**config.mk**
```make
export PLATFORM = sky130hd
export DESIGN_NAME = shp_host_port
export DESIGN_NICKNAME = d
export VERILOG_FILES = /design/src/shp_pkg.sv /design/src/shp_host_port.sv
export SDC_FILE = /design/constraint.sdc
export NUM_CORES = 1
export LEC_CHECK = 0
export ABC_CLOCK_PERIOD_IN_PS = 3700
export BUFFER_PORTS_ARGS = -buffer_cell sky130_fd_sc_hd__buf_2
export CORE_UTILIZATION = 35
export CTS_BUF_LIST = sky130_fd_sc_hd__clkbuf_16
export CTS_CLUSTER_DIAMETER = 30
export DETAILED_ROUTE_END_ITERATION = 16
export PLACE_DENSITY = 0.55
export SLEW_MARGIN = 0
export SYNTH_ARGS = -nofsm -noshare
export SYNTH_HDL_FRONTEND = slang
export SYNTH_SLANG_ARGS = --single-unit
export TNS_END_PERCENT = 1
```
**constraint.sdc**
```tcl
create_clock -name clock -period 3.7 [get_ports clock]
set_clock_uncertainty 0.15 [all_clocks]
set_input_delay 0.37 -clock clock [delete_from_list [all_inputs] [get_ports clock]]
set_output_delay 0.37 -clock clock [all_outputs]
set_load 0.01 [all_outputs]
```
**src/shp_pkg.sv**
```systemverilog
package shp_pkg;

  // ----------------------------------------------------------------
  // Register offsets.
  // ----------------------------------------------------------------
  localparam logic [7:0] ADDR_IFACE_CONFIG = 8'h1a;  // Serial interface settings.
  localparam logic [7:0] ADDR_RATE = 8'h1d;  // Output rate selector.
  localparam logic [7:0] ADDR_FILTER = 8'h1f;  // Smoothing filter setting.
  localparam logic [7:0] ADDR_TRIM_FIRST = 8'h30;  // First trim coefficient byte.
  localparam logic [7:0] ADDR_TRIM_LAST = 8'h57;  // Last trim coefficient byte.
  localparam logic [7:0] ADDR_CMD = 8'h7e;  // Command entry.

  // ----------------------------------------------------------------
  // Field positions, reset values and codes.
  // ----------------------------------------------------------------
  localparam int RATE_MSB = 4;  // Rate selector occupies bits 4..0.
  localparam int FILTER_MSB = 3;  // Filter code occupies bits 3..1.
  localparam int FILTER_LSB = 1;  // Low bit of the filter code.
  localparam int THREE_WIRE_BIT = 0;  // Three-wire select bit.
  localparam int SPI_RW_BIT = 7;  // Read/write flag in the control byte.
  localparam logic [4:0] RATE_MAX = 5'h11;  // Highest rate selector.
  localparam logic [4:0] RATE_RESET = 5'h00;  // Rate selector after reset.
  localparam logic [2:0] FILTER_RESET = 3'h0;  // Filter code after reset.
  localparam logic THREE_WIRE_RESET = 1'b0;  // Four-wire after reset.
  localparam logic [7:0] CMD_FLUSH = 8'hb0;  // Discard buffered samples.
  localparam logic [7:0] CMD_SOFT_RESET = 8'hb6;  // Restore defaults.
  localparam logic [7:0] CMD_READ_VALUE = 8'h00;  // Command entry always reads this.
  localparam logic [5:0] I2C_ADDR_UPPER = 6'h3b;  // Fixed upper six address bits.
  localparam logic [3:0] PIN_SYNC_RESET = 4'he;  // Idle pin levels: sck, sdi, cs high.

  // ----------------------------------------------------------------
  // Timing.
  // ----------------------------------------------------------------
  localparam int BASE_PERIOD_US = 5000;  // Sampling period at selector zero.
  localparam int CLK_FREQ_MHZ = 200;  // Logic clock rate.
  localparam int BASE_CYCLES = BASE_PERIOD_US * CLK_FREQ_MHZ;  // Clocks per base period.

  // ----------------------------------------------------------------
  // State types.
  // ----------------------------------------------------------------
  typedef enum logic [2:0] {I2C_IDLE, I2C_ADDR, I2C_REG, I2C_WDATA, I2C_READ} shp_i2c_state_t;
  typedef enum logic [1:0] {SPI_CTRL, SPI_WDATA, SPI_DUMMY, SPI_RDATA} shp_spi_phase_t;

endpackage

```
**src/shp_host_port.sv**
```systemverilog
`timescale 1ns/1ps
// Summary of operation
// - Rate selector bits 4..0, saturating at 17.
// - Sample period is base period times two^selector.
// - Filter code bits 3..1; zero bypasses, else 2^n-1.
// - Command register always reads back zero.
// - Code 0xb0 flushes the sample buffer only.
// - Code 0xb6 restores every setting to default.
// - Slave only on I2C and SPI modes 00/11.
// - Writes carry address and data pairs.
// - Reads auto-increment from one start address.
// - Chip select high means I2C, low means SPI.
// - One low chip select locks SPI until power-on.
// - Upper six address bits fixed, low bit from pin.
// - Address 0x76 with pin low, 0x77 high.
// - I2C data pin only pulled low, else released.
// - SPI control byte: read flag plus seven bits.
// - SPI read inserts one dummy byte first.
// - Three-wire bit moves SPI output onto data pin.
module shp_host_port #(
  parameter int BASE_CYCLES = shp_pkg::BASE_CYCLES,  // Clocks per base period.
  parameter logic [7:0] TRIM_SEED = 8'h5a  // Arbitrary stand-in for trim contents.
) (
  input wire logic clock,  // Logic clock, 200 MHz.
  input wire logic rst_b,  // Power-on reset, synchronous, active low.
  input wire logic sck_pin,  // Serial clock from the host.
  input wire logic sdi_in,  // Data pin level.
  output logic sdi_out,  // Data pin drive value.
  output logic sdi_oe,  // Data pin drive enable.
  input wire logic select_low_pin,  // Chip select, active low.
  input wire logic addr_lsb_dout_in,  // Address bit / SPI output pin level.
  output logic addr_lsb_dout_out,  // SPI output drive value.
  output logic addr_lsb_dout_oe,  // SPI output drive enable.
  output logic [4:0] rate_sel,  // Active rate selector.
  output logic sample_tick,  // One-cycle pulse per sampling period.
  output logic [2:0] filter_code,  // Active filter code.
  output logic [6:0] iir_coef,  // Filter coefficient, zero in bypass.
  output logic three_wire_sel,  // SPI three-wire mode.
  output logic spi_mode,  // High once SPI has been locked in.
  output logic fifo_flush,  // One-cycle flush request.
  output logic soft_reset  // One-cycle soft reset pulse.
);

  // ----------------------------------------------------------------
  // Elaboration checks.
  // ----------------------------------------------------------------
  localparam int BASE_W = (BASE_CYCLES > 1) ? $clog2(BASE_CYCLES) : 1;  // Counter width.

  if (BASE_CYCLES < 2) begin : g_bad_base
    $error("BASE_CYCLES must be at least 2");
  end

  // ----------------------------------------------------------------
  // Pin synchronisers.
  // ----------------------------------------------------------------
  logic [3:0] sync1_reg;  // First stage, read only by the second.
  logic [3:0] sync2_reg;  // Second stage, safe to use.
  logic [3:0] prev_reg;  // Previous safe level, for edge detection.

  // Two flip-flops on every pin, then one more for edges.
  always_ff @(posedge clock) begin
    if (!rst_b) begin
      sync1_reg <= shp_pkg::PIN_SYNC_RESET;
      sync2_reg <= shp_pkg::PIN_SYNC_RESET;
      prev_reg <= shp_pkg::PIN_SYNC_RESET;
    end else begin
      sync1_reg <= {sck_pin, sdi_in, select_low_pin, addr_lsb_dout_in};
      sync2_reg <= sync1_reg;
      prev_reg <= sync2_reg;
    end
  end

  logic sck_s, sdi_s, cs_s, ald_s;  // Synchronised pin levels.
  logic sck_rise, sck_fall, sdi_rise, sdi_fall, cs_fall;  // Edge pulses.
  assign {sck_s, sdi_s, cs_s, ald_s} = sync2_reg;
  assign sck_rise = sck_s & ~prev_reg[3];
  assign sck_fall = ~sck_s & prev_reg[3];
  assign sdi_rise = sdi_s & ~prev_reg[2];
  assign sdi_fall = ~sdi_s & prev_reg[2];
  assign cs_fall = ~cs_s & prev_reg[1];

  // ----------------------------------------------------------------
  // Protocol selection.
  // ----------------------------------------------------------------
  logic spi_lock_reg;  // Set by the first low chip select.
  logic spi_sel;  // SPI frame in progress.
  logic i2c_act;  // I2C slave enabled.

  // Only power-on reset clears the lock; soft reset leaves it.
  always_ff @(posedge clock) begin
    if (!rst_b) begin
      spi_lock_reg <= 1'b0;
    end else if (!cs_s) begin
      spi_lock_reg <= 1'b1;
    end
  end

  assign i2c_act = ~spi_lock_reg;
  assign spi_sel = spi_lock_reg & ~cs_s;

  // ----------------------------------------------------------------
  // Register storage and read mux.
  // ----------------------------------------------------------------
  logic [4:0] rate_reg;  // Rate selector.
  logic [2:0] filter_reg;  // Filter code.
  logic [6:0] coef_reg;  // Decoded filter coefficient.
  logic three_wire_reg;  // Three-wire select.
  logic flush_reg;  // Flush pulse.
  logic soft_rst_reg;  // Soft reset pulse.
  logic wr_en;  // Register write strobe.
  logic [7:0] wr_addr, wr_data;  // Register write address and data.

  // Returns the byte seen by a read at the given address.
  function automatic logic [7:0] rd_data(input logic [7:0] addr);
    logic [7:0] val;
    val = 8'h00;
    if (addr == shp_pkg::ADDR_IFACE_CONFIG) begin
      val[shp_pkg::THREE_WIRE_BIT] = three_wire_reg;
    end else if (addr == shp_pkg::ADDR_RATE) begin
      val[shp_pkg::RATE_MSB:0] = rate_reg;
    end else if (addr == shp_pkg::ADDR_FILTER) begin
      val[shp_pkg::FILTER_MSB:shp_pkg::FILTER_LSB] = filter_reg;
    end else if (addr >= shp_pkg::ADDR_TRIM_FIRST && addr <= shp_pkg::ADDR_TRIM_LAST) begin
      val = TRIM_SEED ^ addr;
    end else if (addr == shp_pkg::ADDR_CMD) begin
      val = shp_pkg::CMD_READ_VALUE;
    end
    return val;
  endfunction

  // Configuration registers; soft reset restores them a cycle later.
  always_ff @(posedge clock) begin
    if (!rst_b || soft_rst_reg) begin
      rate_reg <= shp_pkg::RATE_RESET;
      filter_reg <= shp_pkg::FILTER_RESET;
      coef_reg <= 7'h00;
      three_wire_reg <= shp_pkg::THREE_WIRE_RESET;
    end else if (wr_en) begin
      if (wr_addr == shp_pkg::ADDR_RATE) begin
        // Selectors above the top code saturate.
        rate_reg <= (wr_data[4:0] > shp_pkg::RATE_MAX) ? shp_pkg::RATE_MAX
                                                       : wr_data[4:0];
      end else if (wr_addr == shp_pkg::ADDR_FILTER) begin
        filter_reg <= wr_data[shp_pkg::FILTER_MSB:shp_pkg::FILTER_LSB];
        coef_reg <= 7'((8'h01 << wr_data[3:1]) - 8'h01);
      end else if (wr_addr == shp_pkg::ADDR_IFACE_CONFIG) begin
        three_wire_reg <= wr_data[shp_pkg::THREE_WIRE_BIT];
      end
    end
  end

  // Command decode; pulses appear the cycle after the write.
  always_ff @(posedge clock) begin
    if (!rst_b) begin
      flush_reg <= 1'b0;
      soft_rst_reg <= 1'b0;
    end else begin
      flush_reg <= wr_en && wr_addr == shp_pkg::ADDR_CMD
                   && wr_data == shp_pkg::CMD_FLUSH;
      // Any other code, including zero, is ignored.
      soft_rst_reg <= wr_en && wr_addr == shp_pkg::ADDR_CMD
                      && wr_data == shp_pkg::CMD_SOFT_RESET;
    end
  end

  // ----------------------------------------------------------------
  // Sampling period generator.
  // ----------------------------------------------------------------
  logic [BASE_W-1:0] base_cnt_reg;  // Counts clocks in a base period.
  logic [16:0] div_cnt_reg;  // Counts base periods.
  logic tick_reg;  // Sample tick.
  logic [16:0] div_last;  // Last base period of a sample period.

  assign div_last = 17'((18'h00001 << rate_reg) - 18'h00001);

  // Base period multiplied by two to the selector.
  always_ff @(posedge clock) begin
    if (!rst_b || soft_rst_reg) begin
      base_cnt_reg <= '0;
      div_cnt_reg <= 17'h00000;
      tick_reg <= 1'b0;
    end else begin
      tick_reg <= 1'b0;
      if (base_cnt_reg == BASE_W'(BASE_CYCLES - 1)) begin
        base_cnt_reg <= '0;
        if (div_cnt_reg >= div_last) begin
          div_cnt_reg <= 17'h00000;
          tick_reg <= 1'b1;
        end else begin
          div_cnt_reg <= div_cnt_reg + 17'h00001;
        end
      end else begin
        base_cnt_reg <= base_cnt_reg + BASE_W'(1);
      end
    end
  end

  // ----------------------------------------------------------------
  // I2C slave.
  // ----------------------------------------------------------------
  shp_pkg::shp_i2c_state_t i2c_state_reg;  // Byte role in the transfer.
  logic [3:0] i2c_cnt_reg;  // Bit count; 8 ends a byte, 9 is the ack bit.
  logic [7:0] i2c_shift_reg;  // Received byte.
  logic [7:0] i2c_tx_reg;  // Byte being returned.
  logic [7:0] i2c_ptr_reg;  // Register address pointer.
  logic sda_low_reg;  // Pull the data pin low.
  logic i2c_start, i2c_stop, i2c_wr;  // Conditions and write strobe.

  assign i2c_start = i2c_act & sck_s & sdi_fall;
  assign i2c_stop = i2c_act & sck_s & sdi_rise;
  assign i2c_wr = i2c_act & sck_fall & i2c_cnt_reg == 4'h8 & i2c_state_reg == shp_pkg::I2C_WDATA;

  // Byte engine: sample on rising clock, drive on falling clock.
  always_ff @(posedge clock) begin
    if (!rst_b || i2c_stop || !i2c_act) begin
      i2c_state_reg <= shp_pkg::I2C_IDLE;
      i2c_cnt_reg <= 4'h0;
      sda_low_reg <= 1'b0;
    end else if (i2c_start) begin
      i2c_state_reg <= shp_pkg::I2C_ADDR;
      i2c_cnt_reg <= 4'h0;
      sda_low_reg <= 1'b0;
    end else if (i2c_state_reg != shp_pkg::I2C_IDLE && sck_rise) begin
      if (i2c_cnt_reg < 4'h8) begin
        i2c_shift_reg <= {i2c_shift_reg[6:0], sdi_s};
        i2c_cnt_reg <= i2c_cnt_reg + 4'h1;
      end else if (i2c_state_reg == shp_pkg::I2C_READ && sdi_s) begin
        i2c_state_reg <= shp_pkg::I2C_IDLE;  // Host declined more data.
      end
    end else if (i2c_state_reg != shp_pkg::I2C_IDLE && sck_fall) begin
      if (i2c_cnt_reg == 4'h8) begin
        i2c_cnt_reg <= 4'h9;
        sda_low_reg <= 1'b1;
        case (i2c_state_reg)
          shp_pkg::I2C_ADDR: begin
            if (i2c_shift_reg[7:1] != {shp_pkg::I2C_ADDR_UPPER, ald_s}) begin
              i2c_state_reg <= shp_pkg::I2C_IDLE;
              sda_low_reg <= 1'b0;
            end else if (i2c_shift_reg[0]) begin
              i2c_state_reg <= shp_pkg::I2C_READ;
            end else begin
              i2c_state_reg <= shp_pkg::I2C_REG;
            end
          end
          shp_pkg::I2C_REG: begin
            i2c_ptr_reg <= i2c_shift_reg;
            i2c_state_reg <= shp_pkg::I2C_WDATA;
          end
          shp_pkg::I2C_WDATA: begin
            i2c_state_reg <= shp_pkg::I2C_REG;
          end
          default: begin
            sda_low_reg <= 1'b0;  // Release for the host's acknowledge.
          end
        endcase
      end else if (i2c_cnt_reg == 4'h9) begin
        i2c_cnt_reg <= 4'h0;
        sda_low_reg <= 1'b0;
        if (i2c_state_reg == shp_pkg::I2C_READ) begin
          i2c_tx_reg <= rd_data(i2c_ptr_reg);
          sda_low_reg <= rd_data(i2c_ptr_reg) < 8'h80;
          i2c_ptr_reg <= i2c_ptr_reg + 8'h01;
        end
      end else if (i2c_state_reg == shp_pkg::I2C_READ && i2c_cnt_reg != 4'h0) begin
        i2c_tx_reg <= {i2c_tx_reg[6:0], 1'b0};
        sda_low_reg <= ~i2c_tx_reg[6];
      end
    end
  end

  // ----------------------------------------------------------------
  // SPI slave.
  // ----------------------------------------------------------------
  shp_pkg::shp_spi_phase_t spi_phase_reg;  // Role of the current byte.
  logic [2:0] spi_cnt_reg;  // Bits received in the current byte.
  logic [6:0] spi_shift_reg;  // Bits received so far.
  logic [7:0] spi_tx_reg;  // Byte being returned.
  logic [7:0] spi_ptr_reg;  // Register address pointer.
  logic spi_dout_reg;  // Output bit.
  logic [7:0] spi_byte;  // Completed byte.
  logic spi_done, spi_wr, spi_reading;  // Byte done, write strobe, read phase.

  assign spi_byte = {spi_shift_reg, sdi_s};
  assign spi_done = spi_sel & sck_rise & spi_cnt_reg == 3'h7;
  assign spi_wr = spi_done & spi_phase_reg == shp_pkg::SPI_WDATA;
  assign spi_reading = spi_phase_reg == shp_pkg::SPI_DUMMY || spi_phase_reg == shp_pkg::SPI_RDATA;

  // Sample on rising clock in both modes; level before the first
  // edge does not matter, which serves modes 00 and 11 alike.
  always_ff @(posedge clock) begin
    if (!rst_b || cs_s) begin
      spi_phase_reg <= shp_pkg::SPI_CTRL;
      spi_cnt_reg <= 3'h0;
      spi_tx_reg <= 8'h00;
    end else if (sck_rise) begin
      spi_shift_reg <= spi_byte[6:0];
      spi_cnt_reg <= spi_cnt_reg + 3'h1;
      if (spi_done) begin
        case (spi_phase_reg)
          shp_pkg::SPI_CTRL: begin
            spi_ptr_reg <= {1'b0, spi_byte[6:0]};
            spi_phase_reg <= spi_byte[shp_pkg::SPI_RW_BIT] ? shp_pkg::SPI_DUMMY
                                                           : shp_pkg::SPI_WDATA;
          end
          shp_pkg::SPI_WDATA: begin
            spi_phase_reg <= shp_pkg::SPI_CTRL;
          end
          default: begin
            // The dummy byte ends before the first data byte loads.
            spi_tx_reg <= rd_data(spi_ptr_reg);
            spi_ptr_reg <= spi_ptr_reg + 8'h01;
            spi_phase_reg <= shp_pkg::SPI_RDATA;
          end
        endcase
      end
    end
  end

  // Output bit changes on falling clock and at frame start.
  always_ff @(posedge clock) begin
    if (!rst_b || cs_fall) begin
      spi_dout_reg <= 1'b0;
    end else if (spi_sel && sck_fall) begin
      spi_dout_reg <= spi_tx_reg[~spi_cnt_reg];
    end
  end

  // ----------------------------------------------------------------
  // Shared write port and pin drivers.
  // ----------------------------------------------------------------
  assign wr_en = i2c_wr | spi_wr;
  assign wr_addr = i2c_act ? i2c_ptr_reg : spi_ptr_reg;
  assign wr_data = i2c_act ? i2c_shift_reg : spi_byte;

  // I2C only ever pulls low; three-wire SPI drives during reads.
  assign sdi_out = spi_lock_reg & spi_dout_reg;
  assign sdi_oe = (i2c_act & sda_low_reg)
                  | (spi_sel & three_wire_reg & spi_reading);
  assign addr_lsb_dout_out = spi_dout_reg;
  assign addr_lsb_dout_oe = spi_sel & ~three_wire_reg;

  assign rate_sel = rate_reg;
  assign sample_tick = tick_reg;
  assign filter_code = filter_reg;
  assign iir_coef = coef_reg;
  assign three_wire_sel = three_wire_reg;
  assign spi_mode = spi_lock_reg;
  assign fifo_flush = flush_reg;
  assign soft_reset = soft_rst_reg;

endmodule

```
==> impl_metrics.env <==
export IMPL_outcome="completed"
export IMPL_yosysSeqAreaShare_pct=42.0
export IMPL_cp_common_cell="buf_4"
export IMPL_hold_slack_ns=0.159
export IMPL_critPathMaxFanout=16
export IMPL_setup_tns_final_ns=0
export IMPL_path_cells="nor3_1 > buf_4 > nand3b_1 > ha_1 > buf_4 > nor2_1 > nand2_1 > nand2_1 > a32oi_1 > ha_1 > nand4_1 > nor4_1 > nand4_1 > nor3b_1 > a31oi_2 > buf_4 > nor2_1"
export IMPL_tightest_slew_ns=1.22
export IMPL_timing_rr_end="div_cnt_reg[4]"
export IMPL_slowest_stage="dfxtp_1"
export IMPL_cts_tree="done"
export IMPL_grt_pass1_wl_um=26700
export IMPL_firstDrtPassIters=5
export IMPL_remaining_drc_errors=0
export IMPL_area_delta_synth_final_pct=14.6
export IMPL_clockRootBuffer="clkbuf_16"
export IMPL_min_period_ns=3.30
export IMPL_syn_cell_area_um2=6960
export IMPL_fin_util_pct=41.0
export IMPL_seqCellArea_um2=2920
export IMPL_cts_setup_buffers=0
export IMPL_diodes=0
export IMPL_finalWorstSetupSlack_ns=0.398
export IMPL_routedWlPerCell_um=15.3
export IMPL_start_kind="register"
export IMPL_synth_cells=756
export IMPL_clkSlewWorstSetupHoldPaths_ns=0.06
export IMPL_grt_pass1_vias=5099
export IMPL_via_count=5452
export IMPL_cp_end_kind="register"
export IMPL_dp_slack_ns=0.277
export IMPL_multi_input_area_um2=3810
export IMPL_pin_count=30
export IMPL_track_usage_pct=17.0
export IMPL_core_um2=19500
export IMPL_slew_headroom_pct=18.7
export IMPL_finalCritPeriodShare_pct=89.3
export IMPL_portBuffers=29
export IMPL_critPathLaunch="rate_sel[4]"
export IMPL_wirelength_um=16200
export IMPL_rsz0062_at_grt="false"
export IMPL_ff2ff_setup_slack_ns=0.40
export IMPL_numClockSinks=127
export IMPL_first_iter_violations=313
export IMPL_synthDistinctLibCells=77
export IMPL_setup_violations=0
export IMPL_cts_buffers=17
export IMPL_cap_violations=0
export IMPL_die_h_um=143
export IMPL_crit_type="register to register"
export IMPL_fin_nets=822
export IMPL_dieArea_um2=20500
export IMPL_drive_gt1_share_pct=13.2
export IMPL_r2r_start="rate_sel[4]"
export IMPL_hpwl_um=11500
export IMPL_syn_nets=796
export IMPL_ys_ff_latch=127
export IMPL_async_flop_share_pct=0
export IMPL_ys_flop_type="dfxtp_1"
export IMPL_gp_congestion=0.866
export IMPL_fmax_mhz=303
export IMPL_avgViaCountPerCell=5.14
export IMPL_yosysWarnings=0
export IMPL_num_fill_cells=1933
export IMPL_grt_max_degree=20
export IMPL_hold_path_class="input port to register"
export IMPL_critPathArrivalTime_ns=3.46
export IMPL_htree_levels=4
export IMPL_endpoint="div_cnt_reg[4]"
export IMPL_antenna_found_initial=0
export IMPL_leakage_nw=2.87
export IMPL_clockBufferDepth=2
export IMPL_largest_register_ffs=20
export IMPL_die_w_um=143
export IMPL_synth_edff_count=38
export IMPL_critPathRequiredTime_ns=3.86
export IMPL_syn_area_per_cell_um2=9.21
export IMPL_max_stage_delay_ns=0.31
export IMPL_globalRouteOverflowTotal=0
export IMPL_drv_slew=0
export IMPL_num_rows=51
export IMPL_reg2reg_depth=17
export IMPL_initial_utilization_pct=35.8
export IMPL_ant_nets=0
export IMPL_vdd_drop_max_mv=0.295
export IMPL_clock_latency_ns=0.42
export IMPL_hold_viol=0
export IMPL_power_density_nw_per_um2=394
cells by family (layout without fill, tap and decap cells):
logic type | after synthesis | count (layout) | share of synthesized area [%]
xor gates and xnor gates | 45 | 45 | 5.66
adders and majority gates | 34 | 34 | 6.11
DFF | 127 | 127 | 42.0
AOI/OAI and AO/OA | 142 | 142 | 13.5
muxes | 24 | 24 | 3.95
and+or+nand+nor | 328 | 328 | 25.2
buffers and inverters | 56 | 95 | 3.58
timing repair:
item | CTS | global route
hold buffers | 4 | 0
setup endpoints to repair | 0 | 17
resized for setup | 0 | 2
hold endpoints to repair | 4 | 0
through the flow:
stage	power (mW)	std cells	area [um^2]
2_1_floorplan	1.52	756	6960
3_3_place_gp	1.53	1024	7350
3_5_place_dp	1.53	1024	7350
4_1_cts	3.18	1060	7960
5_1_grt	3.24	1060	7980
6_report	3.14	1060	7980
cell type report:
class,count,area share (%)
clock buffer,17,5.33
clock inverter,15,1.82
inverter,18,0.847
multi-input combinational,573,47.7
sequential,127,36.6
tap,265,4.16
timing repair buffer,45,3.45
cells in the mapped netlist (all sizes together) (15+ instances only):
cell type	count	area, um^2
edfxtp	38	1140
nand3	36	185
xor2	30	263
nand2b	18	113
nor3	26	141
ha	34	425
xnor2	15	131
o21ai	38	194
clkbuf	24	91.3
a21oi	39	206
nor2	87	337
inv	18	67.6
dfxtp	89	1780
nand2	72	270
nand4	19	140
layer usage:
layer	vias to the layer above	track usage (%)	wire, um	part of all wire, %
met2	77	26.5	7250	45
met5	-	0	0	0
met3	16	3.86	571	3.5
met1	2578	22.9	8170	50
li1	2781	-	-	-
met4	0	6.00	212	1.3
worst min path at each step:
stage	from	to	slack, ns	cells after the start
2_1_floorplan	sync1_reg[1]	sync2_reg[1]	0.24	1
3_3_place_gp	sync1_reg[1]	sync2_reg[1]	0.25	1
3_5_place_dp	sync1_reg[1]	sync2_reg[1]	0.25	1
4_1_cts	rst_b	sync2_reg[2]	0.15	2
5_1_grt	rst_b	sync2_reg[2]	0.17	2
6_report	rst_b	sync1_reg[1]	0.16	2
where the power goes:
group | switching [mW] | internal [mW] | total (mW) | leakage [nW]
registers | 0.00811 | 1.43 | 1.44 | 1.10
logic | 0.0409 | 0.0237 | 0.0646 | 1.50
clock network | 0.650 | 0.985 | 1.64 | 0.273
placed cells by master, fill, tap and decap left out, types with 6 or more instances in the layout:
master	instances
a211oi_1	8
a21o_1	7
a21oi_1	38
a22oi_1	6
and2_1	7
and3_1	10
buf_2	29
buf_4	12
clkbuf_16	17
dfxtp_1	89
edfxtp_1	38
ha_1	34
inv_1	18
mux2_2	8
mux2i_1	14
nand2_1	72
nand2b_1	18
nand3_1	35
nand3b_1	9
nand4_1	17
nor2_1	85
nor2b_1	6
nor3_1	24
o21ai_0	36
or3_1	9
xnor2_1	15
xor2_1	30
critical path: cells and delay by family (launching register included):
kind	cells	cell delay [ns]
buffers and inverters	3	0.56
and+or+nand+nor	10	1.31
DFF	1	0.31
AOI/OAI and AO/OA	2	0.30
adders and majority gates	2	0.54
Note: power is estimated with default switching activity, not from simulation.
